**config.mk**
```make
export PLATFORM = sky130hd
export DESIGN_NAME = spm_sleep_power_manager
export DESIGN_NICKNAME = d
export VERILOG_FILES = /design/src/design/spm_pkg.sv /design/src/design/spm_sleep_power_manager.sv
export SDC_FILE = /design/constraint.sdc
export NUM_CORES = 1
export LEC_CHECK = 0
export ABC_AREA = 1
export BUFFER_PORTS_ARGS = -buffer_cell sky130_fd_sc_hd__buf_2
export CAP_MARGIN = 20
export CORE_AREA = 2 2 87 89
export CTS_BUF_LIST = sky130_fd_sc_hd__clkbuf_16
export DETAILED_ROUTE_END_ITERATION = 10
export DIE_AREA = 0 0 89 91
export GPL_TIMING_DRIVEN = 0
export PLACE_DENSITY_LB_ADDON = 0.3
export SYNTH_ARGS = -nofsm -noshare
export SYNTH_HDL_FRONTEND = slang
export SYNTH_SLANG_ARGS = --single-unit
```
**constraint.sdc**
```tcl
create_clock -name sys_clk -period 1.65 [get_ports sys_clk]
set_input_delay 0.165 -clock sys_clk [delete_from_list [all_inputs] [get_ports sys_clk]]
set_output_delay 0.165 -clock sys_clk [all_outputs]
set_load 0.005 [all_outputs]
```
**src/design/spm_pkg.sv**
```systemverilog
// Constants for the sleep and power manager: register map, fields, timing.
// Assumes a 10 MHz system clock and APB with 32-bit data.
package spm_pkg;

	// ==========================================================
	// Register map (byte addresses)
	localparam logic [7:0] CORE_CTRL_OFS  = 8'h00; // core_control_reg
	localparam logic [7:0] GATE_OFS       = 8'h04; // peripheral_clock_gate_reg
	localparam logic [7:0] STATUS_OFS     = 8'h08; // sleep status

	// ==========================================================
	// Core control fields
	localparam int MON_OFF_BIT   = 7;
	localparam int ARM_BIT       = 5;
	localparam int KIND_HI_BIT   = 4;
	localparam int KIND_LO_BIT   = 3;
	localparam int UNLOCK_BIT    = 2;
	localparam logic [7:0] CORE_CTRL_RST = 8'h00;
	localparam logic [7:0] CTRL_RW_MASK  = 8'h38;

	// Gate fields
	localparam int GATE_T1_BIT   = 3;
	localparam int GATE_T0_BIT   = 2;
	localparam int GATE_SER_BIT  = 1;
	localparam int GATE_CONV_BIT = 0;
	localparam logic [3:0] GATE_RST = 4'h0;

	// ==========================================================
	// Sleep kinds and sequencer states
	typedef enum logic [1:0] {
		SPM_IDLE    = 2'b00,
		SPM_NOISE   = 2'b01,
		SPM_PWRDOWN = 2'b10,
		SPM_STANDBY = 2'b11
	} spm_kind_t;

	typedef enum logic [1:0] {
		SPM_RUN   = 2'b00,
		SPM_SLEEP = 2'b01,
		SPM_WAKE  = 2'b10
	} spm_state_t;

	// ==========================================================
	// Timing
	localparam int CLK_HZ          = 10_000_000;
	localparam int UNLOCK_WINDOW   = 4;
	localparam int MON_OFF_DELAY   = 3;
	localparam int MON_OFF_HOLD    = 3;
	localparam int IRQ_EXTRA       = 4;
	localparam int STANDBY_WAKE    = 6;
	localparam int MON_WAKE_NS     = 60_000;
	localparam int MON_WAKE_CYC    = (MON_WAKE_NS * (CLK_HZ / 1_000_000) + 999) / 1000;

endpackage : spm_pkg

```
**src/design/spm_sleep_power_manager.sv**
```systemverilog
// Sleep and power manager: sleep entry, clock-domain gating, wake, monitor off.
// Assumes the core pulses sleepExec for the sleep instruction and waits on coreHold.
//
// Contract
// RL1: Sleep only when arm bit set and sleep instruction executed; kind picks state.
// RL2: Interrupt wake holds core four cycles beyond start-up, then resumes.
// RL3: Register file and data memory unchanged across sleep.
// RL4: Reset during sleep leaves sleep and restarts at reset vector.
// RL5: Kind 00 idle stops core and program clocks; any interrupt wakes.
// RL6: Idle or noise sleep with converter enabled starts a conversion.
// RL7: Kind 01 stops io, core, program clocks; converter clock keeps running.
// RL8: Noise sleep wakes only on listed converter, reset, store, line, pin events; here watchdogIrq also wakes.
// RL9: Kind 10 power-down stops oscillator and all generated clocks.
// RL10: Power-down wakes only on resets, line zero level, pin change; here watchdogIrq also wakes it.
// RL11: External level wake source must hold level long enough.
// RL12: Kind 11 standby keeps oscillator, wakes in six cycles.
// RL13: Requested monitor off applies in power-down or standby, restored on wake.
// RL14: Wake after monitor off extends to about 60 us.
// RL15: Monitor-off bit resets zero, only deep sleep, unlock protected.
// RL16: Gate bit stops peripheral clock; its registers not accessible.
// RL17: Clearing gate bit restarts clock, state preserved.
// RL18: Software should disable peripheral before gating its clock.
// RL19: Converter stays enabled in sleep; re-enable gives extended conversion.
// RL20: Deep sleep disables comparator unless it uses the internal reference; here always disabled, reference kept via refKeep.
// RL21: Enabled watchdog and fuse monitor keep running in all sleep.
// RL22: Input buffers off when io and converter clocks stop, except wake pins.
// RL23: Unlock then within four cycles set; active three later, clears after three.
// RL24: Gate bits timer1 3, timer0 2, serial 1, converter 0; upper read zero.
// RL25: Clock gating glitch-free on entry and release.
//
// Chosen here: the address map and the APB interface to the registers.
`timescale 1ns/1ps
module spm_sleep_power_manager
	import spm_pkg::*;
#(
	parameter int START_UP_CYC = 16,
	parameter int MON_WAKE     = MON_WAKE_CYC
) (
	// Clock and reset
	input  wire logic        sys_clk,
	input  wire logic        reset,
	// APB slave
	input  wire logic        psel,
	input  wire logic        penable,
	input  wire logic        pwrite,
	input  wire logic [7:0]  paddr,
	input  wire logic [31:0] pwdata,
	output logic [31:0]      prdata,
	output logic             pready,
	output logic             pslverr,
	// Core side
	input  wire logic        sleepExec,
	output logic             coreHold,
	output logic             resumeAfterSleep,
	// Wake sources
	input  wire logic        anyIrq,
	input  wire logic        convDoneIrq,
	input  wire logic        storeReadyIrq,
	input  wire logic        lineZeroLevelIrq,
	input  wire logic        pinChangeIrq,
	input  wire logic        watchdogIrq,
	input  wire logic        anyReset,
	// Configuration inputs
	input  wire logic        crystalSelected,
	input  wire logic        convEnabled,
	input  wire logic        compUsesRef,
	input  wire logic        monitorFuseOn,
	input  wire logic        watchdogOn,
	// Clock-domain enables for glitch-free gate cells
	output logic             coreClkEn,
	output logic             progClkEn,
	output logic             ioClkEn,
	output logic             convClkEn,
	output logic             oscEn,
	output logic [3:0]       periphClkEn,
	// Analog and pad controls
	output logic             convStart,
	output logic             convExtended,
	output logic             compDisable,
	output logic             refKeep,
	output logic             monitorOn,
	output logic             watchdogRun,
	output logic             inBufEn,
	output logic             wakePinBufEn
);

	// ==========================================================
	// Registers
	logic [7:0]  coreCtrl;
	logic [3:0]  gate;
	logic [2:0]  unlockCnt;
	logic [2:0]  monCnt;
	logic        monOffActive;
	logic        monOffPending;
	spm_state_t  state;
	spm_kind_t   kind;
	logic        monWasOff;
	logic [15:0] wakeCnt;
	logic        convWasOn;

	logic        apbWr;
	logic        apbRd;
	logic        wakeHit;
	logic        enterSleep;
	logic [15:0] next_wake;

	assign apbWr = psel && penable && pwrite;
	assign apbRd = psel && !penable && !pwrite;

	// Wake source filter per kind
	function automatic logic wake_ok(input spm_kind_t k, input logic irq, input logic cd,
			input logic sr, input logic lz, input logic pc, input logic wd);
		case (k)
			SPM_IDLE:  wake_ok = irq; // RL5
			SPM_NOISE: wake_ok = cd | sr | lz | pc | wd; // RL8
			default:   wake_ok = lz | pc | wd; // RL10
		endcase
	endfunction : wake_ok

	assign wakeHit = wake_ok(kind, anyIrq, convDoneIrq, storeReadyIrq, lineZeroLevelIrq,
		pinChangeIrq, watchdogIrq);
	assign enterSleep = (state == SPM_RUN) && sleepExec && coreCtrl[ARM_BIT] &&
		!(coreCtrl[KIND_HI_BIT] && coreCtrl[KIND_LO_BIT] && !crystalSelected); // RL1 RL12

	// ==========================================================
	// Core control register with timed monitor-off unlock
	always_ff @(posedge sys_clk) begin
		if (reset) begin
			coreCtrl      <= CORE_CTRL_RST; // RL15
			unlockCnt     <= 3'h0;
			monOffPending <= 1'b0;
			monOffActive  <= 1'b0;
			monCnt        <= 3'h0;
		end else begin
			if (apbWr && paddr == CORE_CTRL_OFS) begin
				coreCtrl[5:3] <= pwdata[5:3];
				if (pwdata[MON_OFF_BIT] && pwdata[UNLOCK_BIT]) begin
					unlockCnt <= 3'(UNLOCK_WINDOW); // RL23
				end else if (pwdata[MON_OFF_BIT] && unlockCnt != 3'h0) begin
					monOffPending <= 1'b1; // RL23
					monCnt        <= 3'(MON_OFF_DELAY);
					unlockCnt     <= 3'h0;
				end else if (unlockCnt != 3'h0) begin
					unlockCnt <= unlockCnt - 3'h1;
				end
			end else if (unlockCnt != 3'h0) begin
				unlockCnt <= unlockCnt - 3'h1;
			end
			// Delay to activation, then limited active life
			if (monOffPending) begin
				if (monCnt == 3'h1) begin
					monOffPending <= 1'b0;
					monOffActive  <= 1'b1;
					monCnt        <= 3'(MON_OFF_HOLD);
				end else begin
					monCnt <= monCnt - 3'h1;
				end
			end else if (monOffActive) begin
				if (monCnt == 3'h1) begin
					monOffActive <= 1'b0; // RL23
				end
				monCnt <= monCnt - 3'h1;
			end
		end
	end

	// ==========================================================
	// Peripheral clock gate register
	always_ff @(posedge sys_clk) begin
		if (reset) begin
			gate <= GATE_RST; // RL24
		end else if (apbWr && paddr == GATE_OFS) begin
			gate <= pwdata[3:0]; // RL16 RL17
		end
	end

	// ==========================================================
	// APB read path; zero wait states
	always_ff @(posedge sys_clk) begin
		if (reset) begin
			prdata  <= 32'h00000000;
			pready  <= 1'b0;
			pslverr <= 1'b0;
		end else begin
			pready  <= psel && !penable;
			pslverr <= psel && !penable && paddr != CORE_CTRL_OFS &&
				paddr != GATE_OFS && paddr != STATUS_OFS;
			if (apbRd) begin
				case (paddr)
					CORE_CTRL_OFS: prdata <= {24'h000000, monOffActive, 1'b0,
						coreCtrl[5:3], 3'h0};
					GATE_OFS:      prdata <= {28'h0000000, gate}; // RL24
					STATUS_OFS:    prdata <= {28'h0000000, monWasOff, state == SPM_SLEEP,
						kind};
					default:       prdata <= 32'h00000000;
				endcase
			end
		end
	end

	// ==========================================================
	// Sleep sequencer; register file and memory untouched, the core only waits
	always_comb begin
		next_wake = 16'(START_UP_CYC + IRQ_EXTRA); // RL2
		if (kind == SPM_STANDBY) begin
			next_wake = 16'(STANDBY_WAKE); // RL12
		end
		if (monWasOff && next_wake < 16'(MON_WAKE)) begin
			next_wake = 16'(MON_WAKE); // RL14
		end
	end

	always_ff @(posedge sys_clk) begin
		if (reset) begin
			state     <= SPM_RUN; // RL4
			kind      <= SPM_IDLE;
			monWasOff <= 1'b0;
			wakeCnt   <= 16'h0000;
			resumeAfterSleep <= 1'b0;
		end else begin
			resumeAfterSleep <= 1'b0;
			case (state)
				SPM_RUN: begin
					if (enterSleep) begin
						state <= SPM_SLEEP; // RL1 RL3
						kind  <= spm_kind_t'(coreCtrl[4:3]);
						monWasOff <= monOffActive && coreCtrl[KIND_HI_BIT]; // RL13
					end
				end
				SPM_SLEEP: begin
					if (wakeHit) begin
						state   <= SPM_WAKE;
						wakeCnt <= next_wake;
					end
				end
				SPM_WAKE: begin
					if (wakeCnt <= 16'h0001) begin
						state            <= SPM_RUN;
						monWasOff        <= 1'b0;
						resumeAfterSleep <= 1'b1; // RL2
					end else begin
						wakeCnt <= wakeCnt - 16'h0001;
					end
				end
				default: state <= SPM_RUN;
			endcase
		end
	end

	// ==========================================================
	// Registered clock enables; the gate cells latch them on the low phase so
	// no clipped pulse escapes at entry or release.
	always_ff @(posedge sys_clk) begin
		if (reset) begin
			coreClkEn   <= 1'b1;
			progClkEn   <= 1'b1;
			ioClkEn     <= 1'b1;
			convClkEn   <= 1'b1;
			oscEn       <= 1'b1;
			periphClkEn <= 4'hF;
		end else begin
			coreClkEn <= !(state == SPM_SLEEP || enterSleep) || state == SPM_WAKE; // RL25
			progClkEn <= !(state == SPM_SLEEP || enterSleep) || state == SPM_WAKE; // RL5
			ioClkEn   <= !(state == SPM_SLEEP && kind != SPM_IDLE); // RL7
			convClkEn <= !(state == SPM_SLEEP && kind[1]); // RL9
			oscEn     <= !(state == SPM_SLEEP && kind == SPM_PWRDOWN); // RL9 RL12
			periphClkEn <= ~gate & {4{!(state == SPM_SLEEP && kind != SPM_IDLE)}}; // RL16
		end
	end

	// ==========================================================
	// Analog, monitor and pad controls
	always_ff @(posedge sys_clk) begin
		if (reset) begin
			convStart    <= 1'b0;
			convExtended <= 1'b1;
			convWasOn    <= 1'b0;
			compDisable  <= 1'b0;
			refKeep      <= 1'b0;
			monitorOn    <= 1'b1;
			watchdogRun  <= 1'b0;
			inBufEn      <= 1'b1;
			wakePinBufEn <= 1'b1;
			coreHold     <= 1'b0;
		end else begin
			convStart <= enterSleep && convEnabled && !coreCtrl[KIND_HI_BIT]; // RL6
			convWasOn <= convEnabled; // RL19
			if (convEnabled && !convWasOn) begin
				convExtended <= 1'b1; // RL19
			end else if (convStart) begin
				convExtended <= 1'b0;
			end
			compDisable <= state == SPM_SLEEP && kind[1]; // RL20
			refKeep     <= compUsesRef; // RL20
			monitorOn   <= monitorFuseOn && !(state == SPM_SLEEP && monWasOff); // RL13 RL21
			watchdogRun <= watchdogOn; // RL21
			inBufEn     <= !(state == SPM_SLEEP && kind[1]); // RL22
			wakePinBufEn <= 1'b1; // RL22
			coreHold    <= (state == SPM_SLEEP || enterSleep ||
				(state == SPM_WAKE && wakeCnt > 16'h0001)); // RL2
		end
	end

endmodule : spm_sleep_power_manager
```
# --- Word level (Yosys, flattened, before mapping) ---
# Index checks and enable logic that the tools add are counted.
# W data, S select, Z words.
op_classes:
  n_mux: 34
  magnitude_cmp: 3
  n_eq_ne: 16
  n_shift: 0
  reduce_logical: 58
  bitwise: 9
  addsub: 3
  n_div: 0
  multipliers: 0
op_table:
  columns: ["operator", "n"]
  rows:
  - ["$mux W16", 3]
  - ["$pmux W16 S2", 1]
  - ["$mux W3", 10]
  - ["$logic_and A1 B1 Y1", 27]
  - ["$pmux W8 S3", 1]
  - ["$gt A16 B1 Y1 const B", 1]
  - ["$le A16 B1 Y1 const B", 1]
  - ["$lt A16 B10 Y1 const B", 1]
  - ["$sub A16 B1 Y16 const B", 1]
  - ["$mux W1", 12]
  - ["$reduce_and A3 Y1", 4]
  - ["$logic_not A1 Y1", 11]
  - ["$reduce_bool A3 Y1", 3]
  - ["$eq A8 B3 Y1 const B", 1]
  - ["$eq A8 B4 Y1 const B", 1]
  - ["$logic_not A8 Y1", 1]
  - ["$ne A2 B2 Y1 const B", 4]
  - ["$ne A8 B3 Y1 const B", 1]
  - ["$ne A8 B4 Y1 const B", 1]
  - ["$reduce_bool A8 Y1", 1]
  - ["$eq A2 B2 Y1 const B", 3]
  - ["$mux W2", 3]
  - ["$or A1 B1 Y1", 6]
  - ["$pmux W2 S3", 1]
  - ["15 further kinds", 24]
totals:
  out_inout_bits: 53
  rom_bits: 0
  ram_bits: 0
  inputBits: 58
  memories: 0
  latch_bits: 0
  reg_bits: 87
  elab_cells: 150

# --- Longest topological paths before layout ---
depth:
  word_depth: 7
  depth_mapped: 11
  depth_no_buf: 11

# --- Worst setup path before layout ---
# Ideal clock, no wire load.
synth_path:
  kind: "flip-flop to flip-flop"
  start: "register wakeCnt[0]"
  end: "register wakeCnt[0]"
  t_required_ns: 1.580
  arrival_ns: 1.399
  path_buffers: 1
  setup_slack_ns: 0.181
  path_stages_with_launch: 11
  synth_period_minus_slack_ns: 1.469
  setup_ns: 0.070
  path_cell_list: "dfxtp_1 > inv_1 > ha_1 > o21ai_0 > nor2_1 > nand2_2 > nand2_4 > nand2_2 > buf_6 > nand2_1 > a21oi_1"
synth_via:
  elab_chain_cells: 3
  elab_cells_between_ends: 6
  cone_classes: "1 x add/sub; 1 x order compare; 1 x eq/ne; 2 x mux; 1 x reduce/logical"
synth_rtl:
  columns: ["element", "line", "rtl"]
  rows:
  - ["from (decl)", "spm_sleep_power_manager.sv:98", "logic [15:0] wakeCnt;"]
  - ["from (signal assigned)", "spm_sleep_power_manager.sv:233", "wakeCnt <= next_wake;"]
  - ["from (signal assigned)", "spm_sleep_power_manager.sv:242", "wakeCnt <= wakeCnt - 16'h0001;"]
  - ["$sub A16 B1 Y16 / $le A16 B1 Y1 (equally long branches)", "spm_sleep_power_manager.sv:242, spm_sleep_power_manager.sv:237", null]
  - ["$mux W16 / $ne A2 B2 Y1 (equally long branches)", null, null]
  - ["$pmux W16 S2 / $reduce_and A3 Y1 (equally long branches)", null, null]
# Several ways; a longest one is shown, not always the timed one. The select of a mux whose other input is x is not followed.
# A chain may end at the register's enable or synchronous reset.

# --- Final worst setup path ---
layout_path:
  start: "register kind[1]"
  end: "register wakeCnt[5]"
layout_via:
  elab_chain_cells: 4
  elab_cells_between_ends: 5
  cone_classes: "2 x eq/ne; 1 x mux; 2 x reduce/logical"
layout_rtl:
  columns: ["element", "line", "rtl"]
  rows:
  - ["from (decl)", "spm_sleep_power_manager.sv:96", "spm_kind_t kind;"]
  - ["from (signal assigned)", "spm_sleep_power_manager.sv:226", "kind <= spm_kind_t'(coreCtrl[4:3]);"]
  - ["$eq A2 B1 Y1 / $logic_not A2 Y1 (equally long branches)", "spm_sleep_power_manager.sv:113", "case (k)"]
  - ["$pmux W1 S2 (*)", "spm_sleep_power_manager.sv:113", null]
  - ["$ne A2 B2 Y1 (no source line) (*)", null, null]
  - ["$reduce_and A3 Y1 (no source line) (*)", null, null]
# Every way passes the cells marked *; elsewhere a longest branch is shown, timed or not.

==> results.json <==
{
  "synth_cells": 464,
  "crit_required_ns": 1.90,
  "first_pass_iters": 4,
  "cp_max_fo": 10,
  "r2r_setup_slack_ns": 0.12,
  "netlist.area_leader.share_pct": 39.10,
  "worst_slack_ns": 0.1226,
  "ioPinCount": 111,
  "synth_edf_count": 0,
  "synth_seq_cells": 62,
  "ctsHoldBuffers": 0,
  "hold_slack_ns": 0.02460,
  "cts_setup_buffers": 0,
  "grt_usage_pct": 19.58,
  "grt_first_pass_wirelength_um": 12460,
  "grt_util_met3_pct": 6.182,
  "cts_buffers": 9,
  "final_cells": 661,
  "ys_warn_count": 0,
  "synth_common_cells": "nand2_1, dfxtp_1, nor2_1",
  "placed_area_mm2": 0.003679,
  "drt_iter0_markers": 94,
  "worstSetupEndpointType": "flop",
  "finalSetupViolCount": 0,
  "p_per_area_mw_per_mm2": 949.6,
  "ctsLongestPathBuffers": 2,
  "vias": 3022,
  "final-max-slew-violation-count": 0,
  "cts_root_buffer": "clkbuf_16",
  "synthArstFlopShare_pct": 0,
  "avgSynthCellArea_um2": 6.841,
  "ys_seq_area_share_pct": 39.10,
  "top_usage_layer": "met2",
  "rsz0062_at_grt": "no",
  "clock-sinks": 62,
  "clock_skew_ns": 0.005467,
  "via_per_inst": 4.572,
  "crit_arrival_ns": 1.78,
  "critPathLaunchType": "flop",
  "die_y_um": 91,
  "hp-class": "in -> reg",
  "status": "complete, no violations",
  "use_met1_pct": 21.93,
  "worst_slew_pin_slew_ns": 0.5117,
  "wl_um": 7336,
  "post-place-ws_ns": -0.05317,
  "hpwl_um": 5509,
  "ant_nets": 0,
  "hold_viol_final": 0,
  "grt_pass1_vias": 2839,
  "clk_latency_ns": 0.33,
  "grt_antenna_before_repair": 0,
  "die_area_mm2": 0.008099,
  "ys_top_cells_by_area": "dfxtp_1, nand2_1, nor2_1",
  "dp.cells": 645,
  "yosysTopAreaCell": "dfxtp_1",
  "synth_flop_cell": "dfxtp_1",
  "wl_per_cell_um": 11.10,
  "initial_core_util_pct": 44.48,
  "yosysUniqueCellTypes": 32,
  "grt_max_degree": 13,
  "antenna_cells": 0,
  "crit_type": "reg -> reg",
  "dieWidth_um": 89,
  "gp_congestion": 0.8678,
  "syn_area_mm2": 0.003174,
  "cap_violations": 0,
  "drive_above_1_share_pct": 22.06,
  "leakage_nw": 2.035,
  "met2_usage_pct": 34.76,
  "fin_nets": 621,
  "synth_most_common_cell": "nand2_1",
  "portBuffers": 58,
  "period_needed_ns": 1.527,
  "fin_util_pct": 56.15,
  "clk_pin_slew_ns": 0.06,
  "overflow": 0,
  "nFillCells": 706,
  "rows": 31,
  "cts_htree_levels": 3,
  "fmax_mhz": 654.7,
  "period_share_pct": 92.57,
  "syn_to_final_growth_pct": 26.25,
  "core-area_mm2": 0.007137,
  "cts_tree": "yes",
  "stdcell_area_mm2": 0.004008,
  "remaining_drc_errors": 0,
  "ir_drop_mv": 0.7402,
  "slew_headroom_pct": 65.88
}
## flip-flops by register name, summed over array words and instances, names as in the netlist, 2 cells and up
register / flops
gate: 4
state: 2
coreCtrl: 3
periphClkEn: 4
monCnt: 3
kind: 2
wakeCnt: 16
unlockCnt: 3
prdata: 7
## cell type report
class | count | area (um^2) | area share (%)
clock inverters | 7 | 72.57 | 1.811
inverters | 53 | 198.9 | 4.964
multi-input cells | 334 | 1565 | 39.06
flip-flops and latches | 62 | 1244 | 31.03
repair buffers | 58 | 290.3 | 7.243
plain buffers | 39 | 287.8 | 7.181
clock buffers | 9 | 225.2 | 5.620
well taps | 99 | 123.9 | 3.091
## through the flow
stage / TNS [ns] / power (mW)
2_1_floorplan: 0 / 1.872
3_3_place_gp: -0.2719 / 1.956
3_5_place_dp: -0.4074 / 1.970
4_1_cts: 0 / 3.837
5_1_grt: 0 / 3.969
6_report: 0 / 3.806
## repair_timing
| item | in CTS | in global routing |
|---|---|---|
| pin swaps | 0 | 1 |
| endpoints found under the setup margin | 10 | 17 |
| cloned | 0 | 0 |
| resized for setup | 2 | 9 |
## power by group
| part | total, mW | leakage, nW | switching, mW | internal [mW] |
|---|---|---|---|---|
| combinational | 0.372 | 1.39 | 0.198 | 0.173 |
| sequential | 1.57 | 0.503 | 0.0234 | 1.54 |
| clock | 1.87 | 0.144 | 0.695 | 1.17 |
| total | 3.81 | 2.03 | 0.917 | 2.89 |
## cells by family (layout without fill, tap and decap cells)
| logic type | Yosys count | after routing | share of synthesized area (%) |
|---|---|---|---|
| AND/OR/NAND/NOR | 226 | 226 | 29.76 |
| adder cells (fa/ha/maj) | 6 | 6 | 2.365 |
| flip-flops | 62 | 62 | 39.10 |
| other | 2 | 26 | 0.2366 |
| buffers and inverters | 92 | 166 | 15.21 |
| AO/OA/AOI/OAI | 70 | 70 | 11.67 |
| XOR/XNOR | 6 | 6 | 1.655 |
## worst max-delay path: stages, from the launching register on
cell and delay [ns]:
dfxtp_1 0.36, inv_1 0.12, o21ai_0 0.09, nand2_1 0.08, nand2_1 0.06, nand2_1 0.09, nand2_1 0.13, buf_2 0.26
nand3_1 0.10, a21oi_1 0.16
## path summary, 6_finish.rpt
path                 startpoint  cells past startpoint          to
setup reg to reg        kind[1]                      9  wakeCnt[5]
setup / recovery        kind[1]                      9  wakeCnt[5]
hold / removal    monitorFuseOn                      3   monitorOn
hold reg to reg       prdata[3]                      2   prdata[3]
## cells in the final DEF, fill, tap and decap left out, drive strengths merged
cell type	instances
nand3	35
clkinv	3
dfxtp	62
clkbuf	15
bufinv	1
a31oi	1
conb	26
nor4	1
a21oi	35
xnor2	2
buf	90
xor2	4
or2	1
ha	6
o21ai	28
o221ai	1
nor3	5
o211ai	1
o311a	1
nand3b	1
dlygate4sd1	1
and3	1
nor2	64
o31ai	2
inv	55
nand2	118
o21bai	1
clkinvlp	1
## per-layer routing
metal  share of wire (%)  vias to the layer above
li1                    -                     1599
met1                  42                     1332
met2                  50                       82
met3                 6.4                        9
met4                 1.3                        0
met5                   0                        -
(Power assumes the default switching activity.)
